<file path="src/core/csc_pkg.sv">
// constants and types shared by the chip select controller
// assumes one clock domain and a plain word-wide register port
package csc_pkg;

    // bank count and register port shape
    localparam int          CSC_BANKS    = 8;
    localparam int          CSC_RADDR_W  = 8;
    localparam int          CSC_RDATA_W  = 32;
    localparam int          CSC_CMP_W    = 16;
    localparam int          CSC_CMP_LO   = 16;
    localparam int          CSC_DED_ADDR = 24;

    // register byte offsets; bank i sits at base + 4*i
    localparam logic [7:0]  CSC_OFF_BASE = 8'h00;
    localparam logic [7:0]  CSC_OFF_MASK = 8'h20;
    localparam logic [7:0]  CSC_OFF_CTRL = 8'h40;
    localparam logic [7:0]  CSC_OFF_DEF  = 8'h60;
    localparam logic [7:0]  CSC_OFF_PIN  = 8'h64;
    localparam logic [7:0]  CSC_OFF_STAT = 8'h68;

    // transfer size codes on xferSizeBits
    localparam logic [1:0]  CSC_SZ_LONG  = 2'h0;
    localparam logic [1:0]  CSC_SZ_BYTE  = 2'h1;
    localparam logic [1:0]  CSC_SZ_WORD  = 2'h2;
    localparam logic [1:0]  CSC_SZ_LINE  = 2'h3;

    // port size codes
    localparam logic [1:0]  CSC_PS_32    = 2'h0;
    localparam logic [1:0]  CSC_PS_8     = 2'h1;
    localparam logic [1:0]  CSC_PS_16    = 2'h2;

    // function of a shared upper pin
    localparam logic [1:0]  CSC_FN_WE    = 2'h0;
    localparam logic [1:0]  CSC_FN_CS    = 2'h1;
    localparam logic [1:0]  CSC_FN_AD    = 2'h2;

    localparam logic [3:0]  CSC_WAIT_MAX = 4'hF;

    // per-space control word, low bits of the control register
    typedef struct packed {
        logic       cpuSpace;
        logic       burst;
        logic       extAck;
        logic       autoAck;
        logic [3:0] waits;
        logic [1:0] portSize;
    } csc_ctrl_t;

    localparam int          CSC_CTRL_W   = $bits(csc_ctrl_t);
    localparam csc_ctrl_t   CSC_CTRL_RST = '{cpuSpace: 1'b0, burst: 1'b0,
        extAck: 1'b0, autoAck: 1'b1, waits: 4'hF, portSize: 2'h0};

    // one bus transfer request from the core or an external master
    typedef struct packed {
        logic        start;
        logic        extMaster;
        logic        write;
        logic        cpuSpace;
        logic        dramHit;
        logic [1:0]  xferSizeBits;
        logic [31:0] addr;
    } csc_xfer_t;

    typedef enum logic [1:0] {
        ST_IDLE = 2'b00,
        ST_ACT  = 2'b01,
        ST_GAP  = 2'b10
    } csc_state_t;

endpackage : csc_pkg

</file>
<file path="src/core/csc_ctrl.sv">
// chip select controller: bank decode, selects, write strobes, ack
// assumes request fields synchronous to clk and stable while busy
`timescale 1ns/1ps

// Behaviour
// - drive eight bank selects, four write strobes
// - selects work for core and external masters
// - upper pins carry configured function only
// - strobe 0 is lanes 31..24, onward down
// - strobes only on writes, decoded from size
// - byte write to 8-bit port: strobe 0
// - word to 32-bit port: pair by bit 1
// - address only on pins set as address
// - usable bank size follows address line count
// - core transfers: drive and step address
// - external master transfers: address not driven
// - port widths 8, 16, 32 on upper lanes
// - acknowledge driven after waits for externals
// - per bank base, mask and control
// - masking gives 64 KB to 4 GB blocks
// - bank 0 global select after reset
// - bank 1 may assert on CPU space
// - unmatched space uses default control
// - zero to fifteen wait states
// - banks first, lowest number wins, then DRAM, then default
// - external acknowledge ends core transfer early
// - burst only when enabled and operand wider
module csc_ctrl
    import csc_pkg::*;
(
    // clock and reset
    input  wire logic                   clk,
    input  wire logic                   rst,
    // register port
    input  wire logic [CSC_RADDR_W-1:0] regAddr,
    input  wire logic [CSC_RDATA_W-1:0] regWdata,
    input  wire logic                   regWr,
    input  wire logic                   regRd,
    output logic      [CSC_RDATA_W-1:0] regRdata,
    // transfer request and completion
    input  wire csc_xfer_t              req,
    output logic                        coreAck,
    output logic                        xferEnd,
    output logic                        busy,
    // memory side pins
    output logic      [3:0]             csLowN,
    output logic      [3:0]             upperPin,
    output logic      [3:0]             upperOe,
    output logic      [23:0]            addrOut,
    output logic                        addrOe,
    output logic      [3:0]             dataLaneEn,
    input  wire logic                   transferDoneAckNIn,
    output logic                        transferDoneAckNOut,
    output logic                        transferDoneAckNOe
);

    logic [CSC_CMP_W-1:0] bankBase [CSC_BANKS];
    logic [CSC_CMP_W-1:0] bankMask [CSC_BANKS];
    csc_ctrl_t            bankCtrl [CSC_BANKS];
    csc_ctrl_t            defCtrl;
    logic [3:0]           pinSel;
    logic                 globalBoot;

    csc_state_t           state;
    csc_ctrl_t            actCtrl;
    logic [2:0]           actBank;
    logic                 actHit;
    logic                 actExt;
    logic                 actWrite;
    logic [1:0]           actSize;
    logic [31:0]          curAddr;
    logic [4:0]           beatsLeft;
    logic [3:0]           waitCnt;
    logic [7:0]           selN;
    logic [3:0]           weN;

    logic                 matchHit;
    logic [2:0]           matchIdx;
    csc_ctrl_t            selCtrl;
    logic                 waitDone;
    logic                 beatEnd;
    logic [7:0]           pinFn;
    logic [4:0]           addrLines;

    // log2 of bytes in operand and in port
    function automatic logic [2:0] opLog(input logic [1:0] sz);
        case (sz)
            CSC_SZ_BYTE: opLog = 3'h0;
            CSC_SZ_WORD: opLog = 3'h1;
            CSC_SZ_LONG: opLog = 3'h2;
            default:     opLog = 3'h4;
        endcase
    endfunction : opLog

    function automatic logic [2:0] portLog(input logic [1:0] ps);
        case (ps)
            CSC_PS_8:  portLog = 3'h0;
            CSC_PS_16: portLog = 3'h1;
            default:   portLog = 3'h2;
        endcase
    endfunction : portLog

    // active lanes of one beat; bit 0 is lanes 31..24
    function automatic logic [3:0] laneSel(input logic [1:0] sz,
                                           input logic [1:0] a,
                                           input logic [1:0] ps);
        laneSel = 4'hF;
        case (ps)
            CSC_PS_8:  laneSel = 4'h1;
            CSC_PS_16:
                if (sz == CSC_SZ_BYTE)
                    laneSel = a[0] ? 4'h2 : 4'h1;
                else
                    laneSel = 4'h3;
            default:
                if (sz == CSC_SZ_BYTE)
                    laneSel = 4'(4'h1 << a);
                else if (sz == CSC_SZ_WORD)
                    laneSel = a[1] ? 4'hC : 4'h3;
                else
                    laneSel = 4'hF;
        endcase
    endfunction : laneSel

    // upper pin functions {A27, A26, A25, A24}
    function automatic logic [7:0] pinMap(input logic [3:0] s);
        case (s)
            4'h1:    pinMap = {CSC_FN_WE, CSC_FN_WE, CSC_FN_CS, CSC_FN_CS};
            4'h2:    pinMap = {CSC_FN_WE, CSC_FN_WE, CSC_FN_CS, CSC_FN_AD};
            4'h3:    pinMap = {CSC_FN_WE, CSC_FN_WE, CSC_FN_AD, CSC_FN_AD};
            4'h4:    pinMap = {CSC_FN_WE, CSC_FN_CS, CSC_FN_CS, CSC_FN_CS};
            4'h5:    pinMap = {CSC_FN_WE, CSC_FN_CS, CSC_FN_CS, CSC_FN_AD};
            4'h6:    pinMap = {CSC_FN_WE, CSC_FN_CS, CSC_FN_AD, CSC_FN_AD};
            4'h7:    pinMap = {CSC_FN_WE, CSC_FN_AD, CSC_FN_AD, CSC_FN_AD};
            4'h8:    pinMap = {CSC_FN_CS, CSC_FN_CS, CSC_FN_CS, CSC_FN_CS};
            4'h9:    pinMap = {CSC_FN_CS, CSC_FN_CS, CSC_FN_CS, CSC_FN_AD};
            4'hA:    pinMap = {CSC_FN_CS, CSC_FN_CS, CSC_FN_AD, CSC_FN_AD};
            4'hB:    pinMap = {CSC_FN_CS, CSC_FN_AD, CSC_FN_AD, CSC_FN_AD};
            4'hC:    pinMap = {CSC_FN_AD, CSC_FN_AD, CSC_FN_AD, CSC_FN_AD};
            default: pinMap = {CSC_FN_WE, CSC_FN_WE, CSC_FN_WE, CSC_FN_WE};
        endcase
    endfunction : pinMap

    // register writes
    always_ff @(posedge clk)
    begin
        if (rst)
        begin
            for (int i = 0; i < CSC_BANKS; i++)
            begin
                bankBase[i] <= '0;
                bankMask[i] <= '0;
                bankCtrl[i] <= CSC_CTRL_RST;
            end
            defCtrl    <= CSC_CTRL_RST;
            pinSel     <= 4'h0;
            globalBoot <= 1'b1;
        end
        else if (regWr)
        begin
            for (int i = 0; i < CSC_BANKS; i++)
            begin
                if (regAddr == CSC_OFF_BASE + 8'(4 * i))
                    bankBase[i] <= regWdata[CSC_CMP_W-1:0];
                if (regAddr == CSC_OFF_MASK + 8'(4 * i))
                    bankMask[i] <= regWdata[CSC_CMP_W-1:0];
                if (regAddr == CSC_OFF_CTRL + 8'(4 * i))
                    bankCtrl[i] <= csc_ctrl_t'(regWdata[CSC_CTRL_W-1:0]);
            end
            // global boot select ends once bank 0 mask is set
            if (regAddr == CSC_OFF_MASK)
                globalBoot <= 1'b0;
            if (regAddr == CSC_OFF_DEF)
                defCtrl <= csc_ctrl_t'(regWdata[CSC_CTRL_W-1:0]);
            if (regAddr == CSC_OFF_PIN)
                pinSel <= regWdata[3:0];
        end
    end

    assign pinFn = pinMap(pinSel);

    // address lines present bound the usable bank size
    always_comb
    begin
        addrLines = 5'(CSC_DED_ADDR);
        for (int j = 0; j < 4; j++)
            if (pinFn[2*j +: 2] == CSC_FN_AD)
                addrLines = addrLines + 5'h01;
    end

    // register reads, unmapped offsets read zero
    always_ff @(posedge clk)
    begin
        if (rst)
            regRdata <= '0;
        else if (regRd)
        begin
            regRdata <= '0;
            for (int i = 0; i < CSC_BANKS; i++)
            begin
                if (regAddr == CSC_OFF_BASE + 8'(4 * i))
                    regRdata <= 32'(bankBase[i]);
                if (regAddr == CSC_OFF_MASK + 8'(4 * i))
                    regRdata <= 32'(bankMask[i]);
                if (regAddr == CSC_OFF_CTRL + 8'(4 * i))
                    regRdata <= 32'(bankCtrl[i]);
            end
            if (regAddr == CSC_OFF_DEF)
                regRdata <= 32'(defCtrl);
            if (regAddr == CSC_OFF_PIN)
                regRdata <= 32'(pinSel);
            if (regAddr == CSC_OFF_STAT)
                regRdata <= 32'({addrLines, globalBoot, actBank, state});
        end
    end

    // first matching bank wins; loop runs downward so bank 0 is last
    always_comb
    begin
        matchHit = 1'b0;
        matchIdx = 3'h0;
        for (int i = CSC_BANKS - 1; i >= 0; i--)
        begin
            if (i == 0 && globalBoot)
            begin
                if (!req.cpuSpace)
                begin
                    matchHit = 1'b1;
                    matchIdx = 3'h0;
                end
            end
            else if (req.cpuSpace)
            begin
                if (i == 1 && bankCtrl[1].cpuSpace)
                begin
                    matchHit = 1'b1;
                    matchIdx = 3'h1;
                end
            end
            else if (((req.addr[31:CSC_CMP_LO] ^ bankBase[i])
                      & ~bankMask[i]) == '0)
            begin
                matchHit = 1'b1;
                matchIdx = 3'(i);
            end
        end
        selCtrl = matchHit ? bankCtrl[matchIdx] : defCtrl;
    end

    assign waitDone = (waitCnt == actCtrl.waits);

    always_comb
    begin
        if (actExt)
            beatEnd = actCtrl.extAck ? waitDone : !transferDoneAckNIn;
        else
            beatEnd = !transferDoneAckNIn || (actCtrl.autoAck && waitDone);
    end

    // transfer sequencing
    always_ff @(posedge clk)
    begin
        if (rst)
        begin
            state     <= ST_IDLE;
            actCtrl   <= CSC_CTRL_RST;
            actBank   <= 3'h0;
            actHit    <= 1'b0;
            actExt    <= 1'b0;
            actWrite  <= 1'b0;
            actSize   <= CSC_SZ_LONG;
            curAddr   <= '0;
            beatsLeft <= '0;
            waitCnt   <= '0;
        end
        else
        begin
            case (state)
                ST_IDLE:
                    // dram space is served elsewhere; default comes after it
                    if (req.start && (matchHit || !req.dramHit))
                    begin
                        state    <= ST_ACT;
                        actCtrl  <= selCtrl;
                        actBank  <= matchIdx;
                        actHit   <= matchHit;
                        actExt   <= req.extMaster;
                        actWrite <= req.write;
                        actSize  <= req.xferSizeBits;
                        curAddr  <= req.addr;
                        waitCnt  <= '0;
                        if (opLog(req.xferSizeBits) > portLog(selCtrl.portSize))
                            beatsLeft <= 5'((5'h01 << (opLog(req.xferSizeBits)
                                - portLog(selCtrl.portSize))) - 5'h01);
                        else
                            beatsLeft <= '0;
                    end
                ST_ACT:
                    if (beatEnd)
                    begin
                        waitCnt <= '0;
                        if (beatsLeft == '0)
                            state <= ST_IDLE;
                        else
                        begin
                            beatsLeft <= beatsLeft - 5'h01;
                            curAddr   <= curAddr + 32'(1 << 32'(portLog(
                                actCtrl.portSize)));
                            // single transfers drop the select between beats
                            state <= actCtrl.burst ? ST_ACT : ST_GAP;
                        end
                    end
                    else if (waitCnt != CSC_WAIT_MAX)
                        waitCnt <= waitCnt + 4'h1;
                ST_GAP:
                    state <= ST_ACT;
                default:
                    state <= ST_IDLE;
            endcase
        end
    end

    // pins registered from the sequencer; one cycle behind its state
    always_ff @(posedge clk)
    begin
        if (rst)
        begin
            selN <= 8'hFF;
            weN  <= 4'hF;
            dataLaneEn <= 4'h0;
        end
        else
        begin
            selN <= 8'hFF;
            weN  <= 4'hF;
            dataLaneEn <= 4'h0;
            if (state == ST_ACT)
            begin
                if (actHit)
                    selN[actBank] <= 1'b0;
                dataLaneEn <= laneSel(actSize, curAddr[1:0],
                                      actCtrl.portSize);
                if (actWrite)
                    weN <= ~laneSel(actSize, curAddr[1:0],
                                    actCtrl.portSize);
            end
        end
    end

    assign csLowN = selN[3:0];

    // shared upper pins, address drive and acknowledge
    always_ff @(posedge clk)
    begin
        if (rst)
        begin
            upperPin <= 4'hF;
            upperOe  <= 4'hF;
            addrOut  <= '0;
            addrOe   <= 1'b0;
            transferDoneAckNOut <= 1'b1;
            transferDoneAckNOe  <= 1'b0;
            coreAck  <= 1'b0;
            xferEnd  <= 1'b0;
            busy     <= 1'b0;
        end
        else
        begin
            // external masters bring their own address
            addrOe  <= (state != ST_IDLE) && !actExt;
            addrOut <= curAddr[CSC_DED_ADDR-1:0];
            for (int j = 0; j < 4; j++)
            begin
                case (pinFn[2*j +: 2])
                    CSC_FN_CS:
                    begin
                        upperPin[j] <= (state == ST_ACT && actHit
                                        && actBank == 3'(4 + j)) ? 1'b0 : 1'b1;
                        upperOe[j]  <= 1'b1;
                    end
                    CSC_FN_AD:
                    begin
                        upperPin[j] <= curAddr[CSC_DED_ADDR + j];
                        upperOe[j]  <= (state != ST_IDLE) && !actExt;
                    end
                    default:
                    begin
                        upperPin[j] <= !(state == ST_ACT && actWrite
                            && laneSel(actSize, curAddr[1:0],
                                       actCtrl.portSize)[3 - j]);
                        upperOe[j]  <= 1'b1;
                    end
                endcase
            end
            transferDoneAckNOe  <= (state == ST_ACT) && actExt
                                   && actCtrl.extAck;
            transferDoneAckNOut <= !((state == ST_ACT) && actExt
                                     && actCtrl.extAck && waitDone);
            coreAck <= (state == ST_ACT) && !actExt && beatEnd;
            xferEnd <= (state == ST_ACT) && beatEnd && (beatsLeft == '0);
            busy    <= (state != ST_IDLE);
        end
    end

    property p_idleHigh;
        @(posedge clk) disable iff (rst)
        (state == ST_IDLE) |=> (selN == 8'hFF) && (weN == 4'hF);
    endproperty
    a_idleHigh: assert property (p_idleHigh)
        else $error("select or strobe low while idle");

    property p_readNoStrobe;
        @(posedge clk) disable iff (rst)
        (state == ST_ACT && !actWrite) |=> (weN == 4'hF);
    endproperty
    a_readNoStrobe: assert property (p_readNoStrobe)
        else $error("write strobe on a read");

    property p_byte8;
        @(posedge clk) disable iff (rst)
        (state == ST_ACT && actWrite && actCtrl.portSize == CSC_PS_8)
        |=> (weN == 4'hE);
    endproperty
    a_byte8: assert property (p_byte8)
        else $error("8-bit port write not on strobe 0");

    property p_word32;
        @(posedge clk) disable iff (rst)
        (state == ST_ACT && actWrite && actCtrl.portSize == CSC_PS_32
         && actSize == CSC_SZ_WORD)
        |=> (weN == ($past(curAddr[1]) ? 4'h3 : 4'hC));
    endproperty
    a_word32: assert property (p_word32)
        else $error("word strobes wrong on 32-bit port");

    property p_extNoAddr;
        @(posedge clk) disable iff (rst)
        (state != ST_IDLE && actExt) |=> !addrOe;
    endproperty
    a_extNoAddr: assert property (p_extNoAddr)
        else $error("address driven for external master");

    property p_coreAddr;
        @(posedge clk) disable iff (rst)
        (state == ST_ACT && !actExt)
        |=> addrOe && (addrOut == $past(curAddr[23:0]));
    endproperty
    a_coreAddr: assert property (p_coreAddr)
        else $error("core address not driven");

    property p_earlyAck;
        @(posedge clk) disable iff (rst)
        (state == ST_ACT && !actExt && !transferDoneAckNIn) |=> coreAck;
    endproperty
    a_earlyAck: assert property (p_earlyAck)
        else $error("external acknowledge did not end beat");

    property p_extAck;
        @(posedge clk) disable iff (rst)
        (state == ST_ACT && actExt && actCtrl.extAck && waitDone)
        |=> transferDoneAckNOe && !transferDoneAckNOut;
    endproperty
    a_extAck: assert property (p_extAck)
        else $error("acknowledge not driven after waits");

    property p_global;
        @(posedge clk) disable iff (rst)
        (state == ST_IDLE && globalBoot && req.start && !req.cpuSpace)
        |=> actHit && (actBank == 3'h0) ##1 (selN[0] == 1'b0);
    endproperty
    a_global: assert property (p_global)
        else $error("boot select not global");

endmodule : csc_ctrl

</file>
<file path="config.mk">
export PLATFORM = sky130hd
export DESIGN_NAME = csc_ctrl
export DESIGN_NICKNAME = d
export VERILOG_FILES = /design/src/core/csc_pkg.sv /design/src/core/csc_ctrl.sv
export SDC_FILE = /design/constraint.sdc
export NUM_CORES = 1
export LEC_CHECK = 0
export BUFFER_PORTS_ARGS = -buffer_cell sky130_fd_sc_hd__buf_4
export CAP_MARGIN = 20
export CORE_ASPECT_RATIO = 1.4
export CORE_MARGIN = 5
export CORE_UTILIZATION = 25
export CTS_CLUSTER_SIZE = 28
export DETAILED_ROUTE_END_ITERATION = 10
export PLACE_DENSITY_LB_ADDON = 0.12
export SLEW_MARGIN = 20
export SYNTH_ARGS = -nofsm -noshare
export SYNTH_HDL_FRONTEND = slang
export SYNTH_SLANG_ARGS = --single-unit
export TNS_END_PERCENT = 1
</file>
<file path="constraint.sdc">
create_clock -name clk -period 7.2 [get_ports clk]
set_input_delay 1.44 -clock clk [delete_from_list [all_inputs] [get_ports clk]]
set_output_delay 1.44 -clock clk [all_outputs]
set_load 0.02 [all_outputs]
</file>
Word level (Yosys, flattened, before mapping):

Memory sizes are Yosys's and may differ from the RTL's. A register that Yosys moved wholly into a read port is not among the register bits.
Index checks and enable logic that the tools add are counted.

* input bits: 84
* RAM bits: 336
* memories: 4
* latch bits: 0
* output and inout port bits: 78
* memory bits (read-only): 128
* flip-flop bits (word level): 153
* logic and storage cells: 485

Memory list
* (name not given): words 16, width 8, read ports 1, clocked after memory_dff 1, wr ports 0, line csc_ctrl.sv:127 `case (s)`
* bankBase: words 8, width 16, read ports 8, clocked after memory_dff 0, wr ports 8, line csc_ctrl.sv:57 `logic [CSC_CMP_W-1:0] bankBase [CSC_BANKS];`
* bankMask: words 8, width 16, read ports 8, clocked after memory_dff 0, wr ports 8, line csc_ctrl.sv:58 `logic [CSC_CMP_W-1:0] bankMask [CSC_BANKS];`
* bankCtrl: words 8, width 10, read ports 9, clocked after memory_dff 0, wr ports 8, line csc_ctrl.sv:59 `csc_ctrl_t bankCtrl [CSC_BANKS];`

* shift-type cells: 3
* bitwise logic cells: 55
* div/mod/pow operators: 0
* reductions and logical operators: 62
* multiply operators: 0
* eq/ne operators: 54
* order comparisons: 3
* muxes and demuxes: 259
* add/subtract/negate cells: 8

Operators by type and width (number)
* $mux W32: 29
* $mux W16: 17
* $and A16 B16 Y16: 8
* $logic_not A16 Y1: 8
* $not A16 Y16: 8
* $xor A16 B16 Y16: 8
* $mux W1: 127
* $mux W3: 39
* $eq A8 B7 Y1 const B: 11
* $mux W10: 8
* $eq A8 B6 Y1 const B: 8
* $pmux W32 S2: 1
* $mux W4: 10
* $mux W5: 7
* $add A32 B32 Y32: 1
* $eq A8 B5 Y1 const B: 4
* $shl A1 B3 Y32 const A: 1
* $or A1 B1 Y1: 24
* $logic_and A1 B1 Y1: 21
* $eq A2 B1 Y1 const B: 9
* $eq A2 B2 Y1 const B: 9
* $reduce_or A2 Y1: 9
* $eq A8 B4 Y1 const B: 2
* $mux W2: 8
* 35 further kinds: 67

Logic depth before layout (Yosys ltp):

An unclocked memory read counts as a cell.

* depth in word-level cells: 39
* gate-level depth with buffers: 25
* mapped depth without buffers: 22

Least setup slack after synthesis:

No wires, ideal clock.

* path type: input -> register
* start: input req[22] (netlist bit)
* end: register beatsLeft[4]
* slack: 1.519 ns
* library setup time: 0.070 ns
* stages on the path: 24
* required time: 7.130 ns
* path buffers: 2
* arrival time: 5.611 ns
* path through: buf_6 xnor2_4 o22ai_2 nor4_4 nand2_2 and3_1 o311a_4 a21oi_4 buf_8 mux4_2 nor2_1 nor2_1 ha_1 ha_1 fa_1 xnor2_1 inv_1 nand3_1 ha_1 mux2i_1 a32oi_1 o21ai_0 nand2_1 a21oi_1

RTL lines
* start, declared: line csc_ctrl.sv:41 `input wire csc_xfer_t req,`
* end signal, assigned: line csc_ctrl.sv:293 `beatsLeft <= 5'((5'h01 << (opLog(req.xferSizeBits)`
* end signal, assigned: line csc_ctrl.sv:306 `beatsLeft <= beatsLeft - 5'h01;`
* end, declared: line csc_ctrl.sv:72 `logic [4:0] beatsLeft;`

Final worst setup path:

* start: input req[25] (netlist bit)
* end: register beatsLeft[4]

* cells in the longest elaborated chain, start to end: 34
* elaborated cells on any way between the ends: 85
* classes of those cells: 2 x add/sub; 1 x order compare; 3 x eq/ne; 1 x shift; 50 x mux; 16 x bitwise; 11 x reduce/logical; 1 x memory

Ends and longest elaborated chain
* $xor A16 B16 Y16: line csc_ctrl.sv:240 `else if (((req.addr[31:CSC_CMP_LO] ^ bankBase[i])`
* $and A16 B16 Y16: line csc_ctrl.sv:241 `& ~bankMask[i]) == '0)`
* $logic_not A16 Y1: line csc_ctrl.sv:240
* $mux W3: line csc_ctrl.sv:240
* $mux W3: line csc_ctrl.sv:232 `else if (req.cpuSpace)`
* $mux W3: line csc_ctrl.sv:240
* $mux W3: line csc_ctrl.sv:232
* $mux W3: line csc_ctrl.sv:240
* [18 not listed]
* $mux W3: line csc_ctrl.sv:278 `case (state)`
* $mux W3: line csc_ctrl.sv:263 `if (rst)`
* $sub A3 B3 Y3: line csc_ctrl.sv:294 `- portLog(selCtrl.portSize))) - 5'h01);`
* $shl A1 B3 Y5: line csc_ctrl.sv:293
* $sub A5 B1 Y5: line csc_ctrl.sv:294
* $mux W5: line csc_ctrl.sv:292 `if (opLog(req.xferSizeBits) > portLog(selCtrl.portSize))`
* $mux W5: line csc_ctrl.sv:281 `if (req.start && (matchHit || !req.dramHit))`
* $pmux W5 S2: line csc_ctrl.sv:278

Parallel ways exist; a longest one is shown, timed or not. The select of a mux whose other input is x is not followed.
A chain may end at the register's enable or synchronous reset.

==> results.toml <==
[cts]
clk_pin_slew_ns = 0.06
cts_resized = 0
cts_buffers = 53
cts_tree = "yes"
cts_hold_buffers = 0
cts_max_path_buffers = 3
root_buffer = "clkbuf_16"
h-tree-depth = 2
clkLatencyLatePin_ns = 0.63
clock_sinks = 477
cts_setup_buffers = 0

[sta]
slew_headroom_pct = 27.6
setup_tns_ns = 0
tightest_slew_ns = 1.08
hold_slack_ns = 0.451
setup_viol = 0
finClkSkew_ns = 0.0249
hold_viol_final = 0
max_freq_mhz = 169
period_share_pct = 82.1
post-route-min-period_ns = 5.91
slew_viol_final = 0
setup_slack_ns = 1.29
rsz0062_at_grt = "false"

[status]
status = "completed"

[critical_path]
setup.worst_path.class = "in -> reg"
cp.required_ns = 7.75
cp_top_family = "compound AO/OA/AOI/OAI gates"
r2r_start = "bankBase[1][38]$_DFFE_PP_"
path_max_fanout = 10
r2r-end = "beatsLeft[4]$_SDFFE_PP0P_"
worstRegToRegCells = 23
crit_slowest_cell = "nor4_1"
slowest_delay_ns = 0.50
r2r_slack_ns = 1.99
crit_arrival_ns = 6.46
path_cells = "buf_4, xnor2_1, o22ai_1, nor4_1, and2_1, o211ai_1, a31oi_2, buf_4, mux2i_1, a21oi_1, nand2_1, or2_1, ha_1, ha_1, fa_1, xnor2_1, inv_1, nand3_1, ha_1, mux2i_1, a32oi_1, o21ai_0, nand2_1, a21oi_1"
cpMostUsedCell = "ha_1"
cp_num_buf_inv = 3
start_kind = "input port"
endpoint_kind = "flip-flop"

[placed_design]
port_buffers = 129
routabilityCongestion = 0.920
place_inst = 3728
dp_hpwl_microns = 81100
place_ws_ns = 0.695

[layout]
final_util_pct = 29.3
antenna_cells = 0
multiInputGateArea_sq_mm = 0.0104
final_cell_count_no_fill = 3826
num-fill-cells = 10100
drive_above_1_share_pct = 12.8
fin_nets = 2598
area_growth_pct = 16.6
regArea_sq_mm = 0.0129

[floorplan]
io_pins = 162
die_w_microns = 274
core_sq_mm = 0.0966
die_area_sq_mm = 0.104
die_h_microns = 379
start_util_pct = 25.2
num_rows = 135

[global_route]
grt_max_degree = 72
grt_pass1_vias = 20200
antenna_found_initial = 0
grt_pass1_wl_microns = 153000
gr-total-overflow = 0
grt_usage_pct = 20.3

[hold_path]
hold_end = "actWrite$_SDFFE_PP0P_"
min-delay-start = "actWrite$_SDFFE_PP0P_"
hold-path-cell-count = 2
hold_class = "reg -> reg"

[yosys]
synthArstFlopShare_pct = 0
netlist_area_sq_mm = 0.0243
synth-xor-area-share_pct = 5.34
synth_fa_ha_area_share_pct = 1.71
synth-edff-count = 336
synthCells = 2395
synth-simple-area-share_pct = 16.4
synth_area_leaders = "edfxtp_1 (42%), dfxtp_1 (12%), nor2_1 (5.5%)"
ys_seq_area_share_pct = 53.1
yosysMostFrequentCell = "nor2_1"
synth_top_area_cell = "edfxtp_1"
synth-seq-cells = 477
yosys.area.top_type_share_pct = 41.5
synth_top_family_by_area = "simple AND/OR/NAND/NOR gates"
synth_cell_types = 94
synth_mux_area_share_pct = 3.14
synth_ff_type = "edfxtp_1"
synth.avg_cell_area_sq_um = 10.1
ys_warn_count = 0
synth_common_cells = "nor2_1 (357), edfxtp_1 (336), nand2_1 (244)"
synth_compound_area_share_pct = 15.7

[power]
power_density_mw_per_mm2 = 247
ir_worst_vdd_mv = 0.137
p_leak_nw = 9.76

[routing]
dr_wl_met3_microns = 5020
via_count = 19800
drt_iter0_markers = 1540
wl_microns = 108000
highest_layer = "met4"
ant_nets = 0
drc = 0
wl_per_cell_microns = 28.2
met2_length_microns = 56900
first_pass_iters = 7
met1_length_microns = 39300
vias_per_cell = 5.18

[flow_run]
maxCapViolations = 0
-- metrics by stage --
step                      instance area (sq um)  power, mW
after floorplan                           24400       3.80
after global placement                    26500       4.18
after detailed placement                  26600       4.19
after CTS                                 28300       7.07
after global routing                      28300       7.23
final                                     28300       6.99
-- placed cells by master, fill, tap and decap left out, drive strengths merged, types with 18 or more instances in the layout --
cell type and instances:
nand2 245, o21ai 118, dfxtp 141, nor2 361, mux2i 59, xnor2 134, clkbuf 69, a21oi 140
ha 30, a22oi 38, nor2b 33, o22ai 107, nor4 24, nor3 38, a211oi 33, edfxtp 336
or3 42, clkinv 18, nand3 51, a221oi 20, inv 53, buf 189
-- state kept, by name (all words and copies together), names as in the netlist, 2 cells and up --
register    flops
bankMask      128
regRdata       16
state           2
dataLaneEn      4
waitCnt         4
addrOut        24
actCtrl         9
pinFn           8
upperPin        4
actSize         2
actBank         3
pinSel          4
selN            4
curAddr        28
bankBase      128
bankCtrl       80
upperOe         4
defCtrl        10
beatsLeft       5
-- worst max path at each step --
stage	start	end	slack, ns	cells after the start
after global placement	req[25]	beatsLeft[4]$_SDFFE_PP0P_	0.65	22
after CTS	req[25]	beatsLeft[4]$_SDFFE_PP0P_	1.38	22
after detailed placement	req[25]	beatsLeft[4]$_SDFFE_PP0P_	0.70	22
after global routing	req[25]	beatsLeft[4]$_SDFFE_PP0P_	0.94	22
after floorplan	req[22]	beatsLeft[4]$_SDFFE_PP0P_	1.52	24
final	req[25]	beatsLeft[4]$_SDFFE_PP0P_	1.29	24
-- report_power, final --
| group | internal (mW) | switching, mW |
|---|---|---|
| Sequential | 3.11 | 0.171 |
| Combinational | 0.291 | 0.552 |
| Clock | 1.64 | 1.22 |
| Total | 5.05 | 1.94 |
-- worst reg2reg max path: cells and delay by family, from the launching register on --
kind / cells / cell delay, ns
compound gates: 7 / 1.30
xor+xnor: 2 / 0.41
fa+ha+maj: 4 / 1.02
buf+inv: 2 / 0.34
flops: 1 / 0.48
mux: 2 / 0.30
simple gates: 6 / 1.27
-- cells by family after synthesis --
family / after synthesis
AOI/OAI and AO/OA: 583
and+or+nand+nor: 872
muxes: 67
DFF: 477
other: 1
xor gates and xnor gates: 141
adders and majority gates: 32
buffers and inverters: 222
-- layout make-up --
type / instances / area share, %
inverters: 50 / 0.662
multi-input cells: 1711 / 36.7
well taps: 1301 / 5.74
clock buffers: 69 / 5.17
repair buffers: 189 / 5.08
flip-flops and latches: 477 / 45.6
clock inverters: 29 / 1.06
-- per-layer routing --
metal / vias to the layer above / GRT usage [%]
li1: 8935 / -
met1: 9968 / 22.1
met2: 692 / 38.1
met3: 225 / 2.75
met4: 0 / 10.5
met5: - / 0
Power figures use the tool's default switching activity.
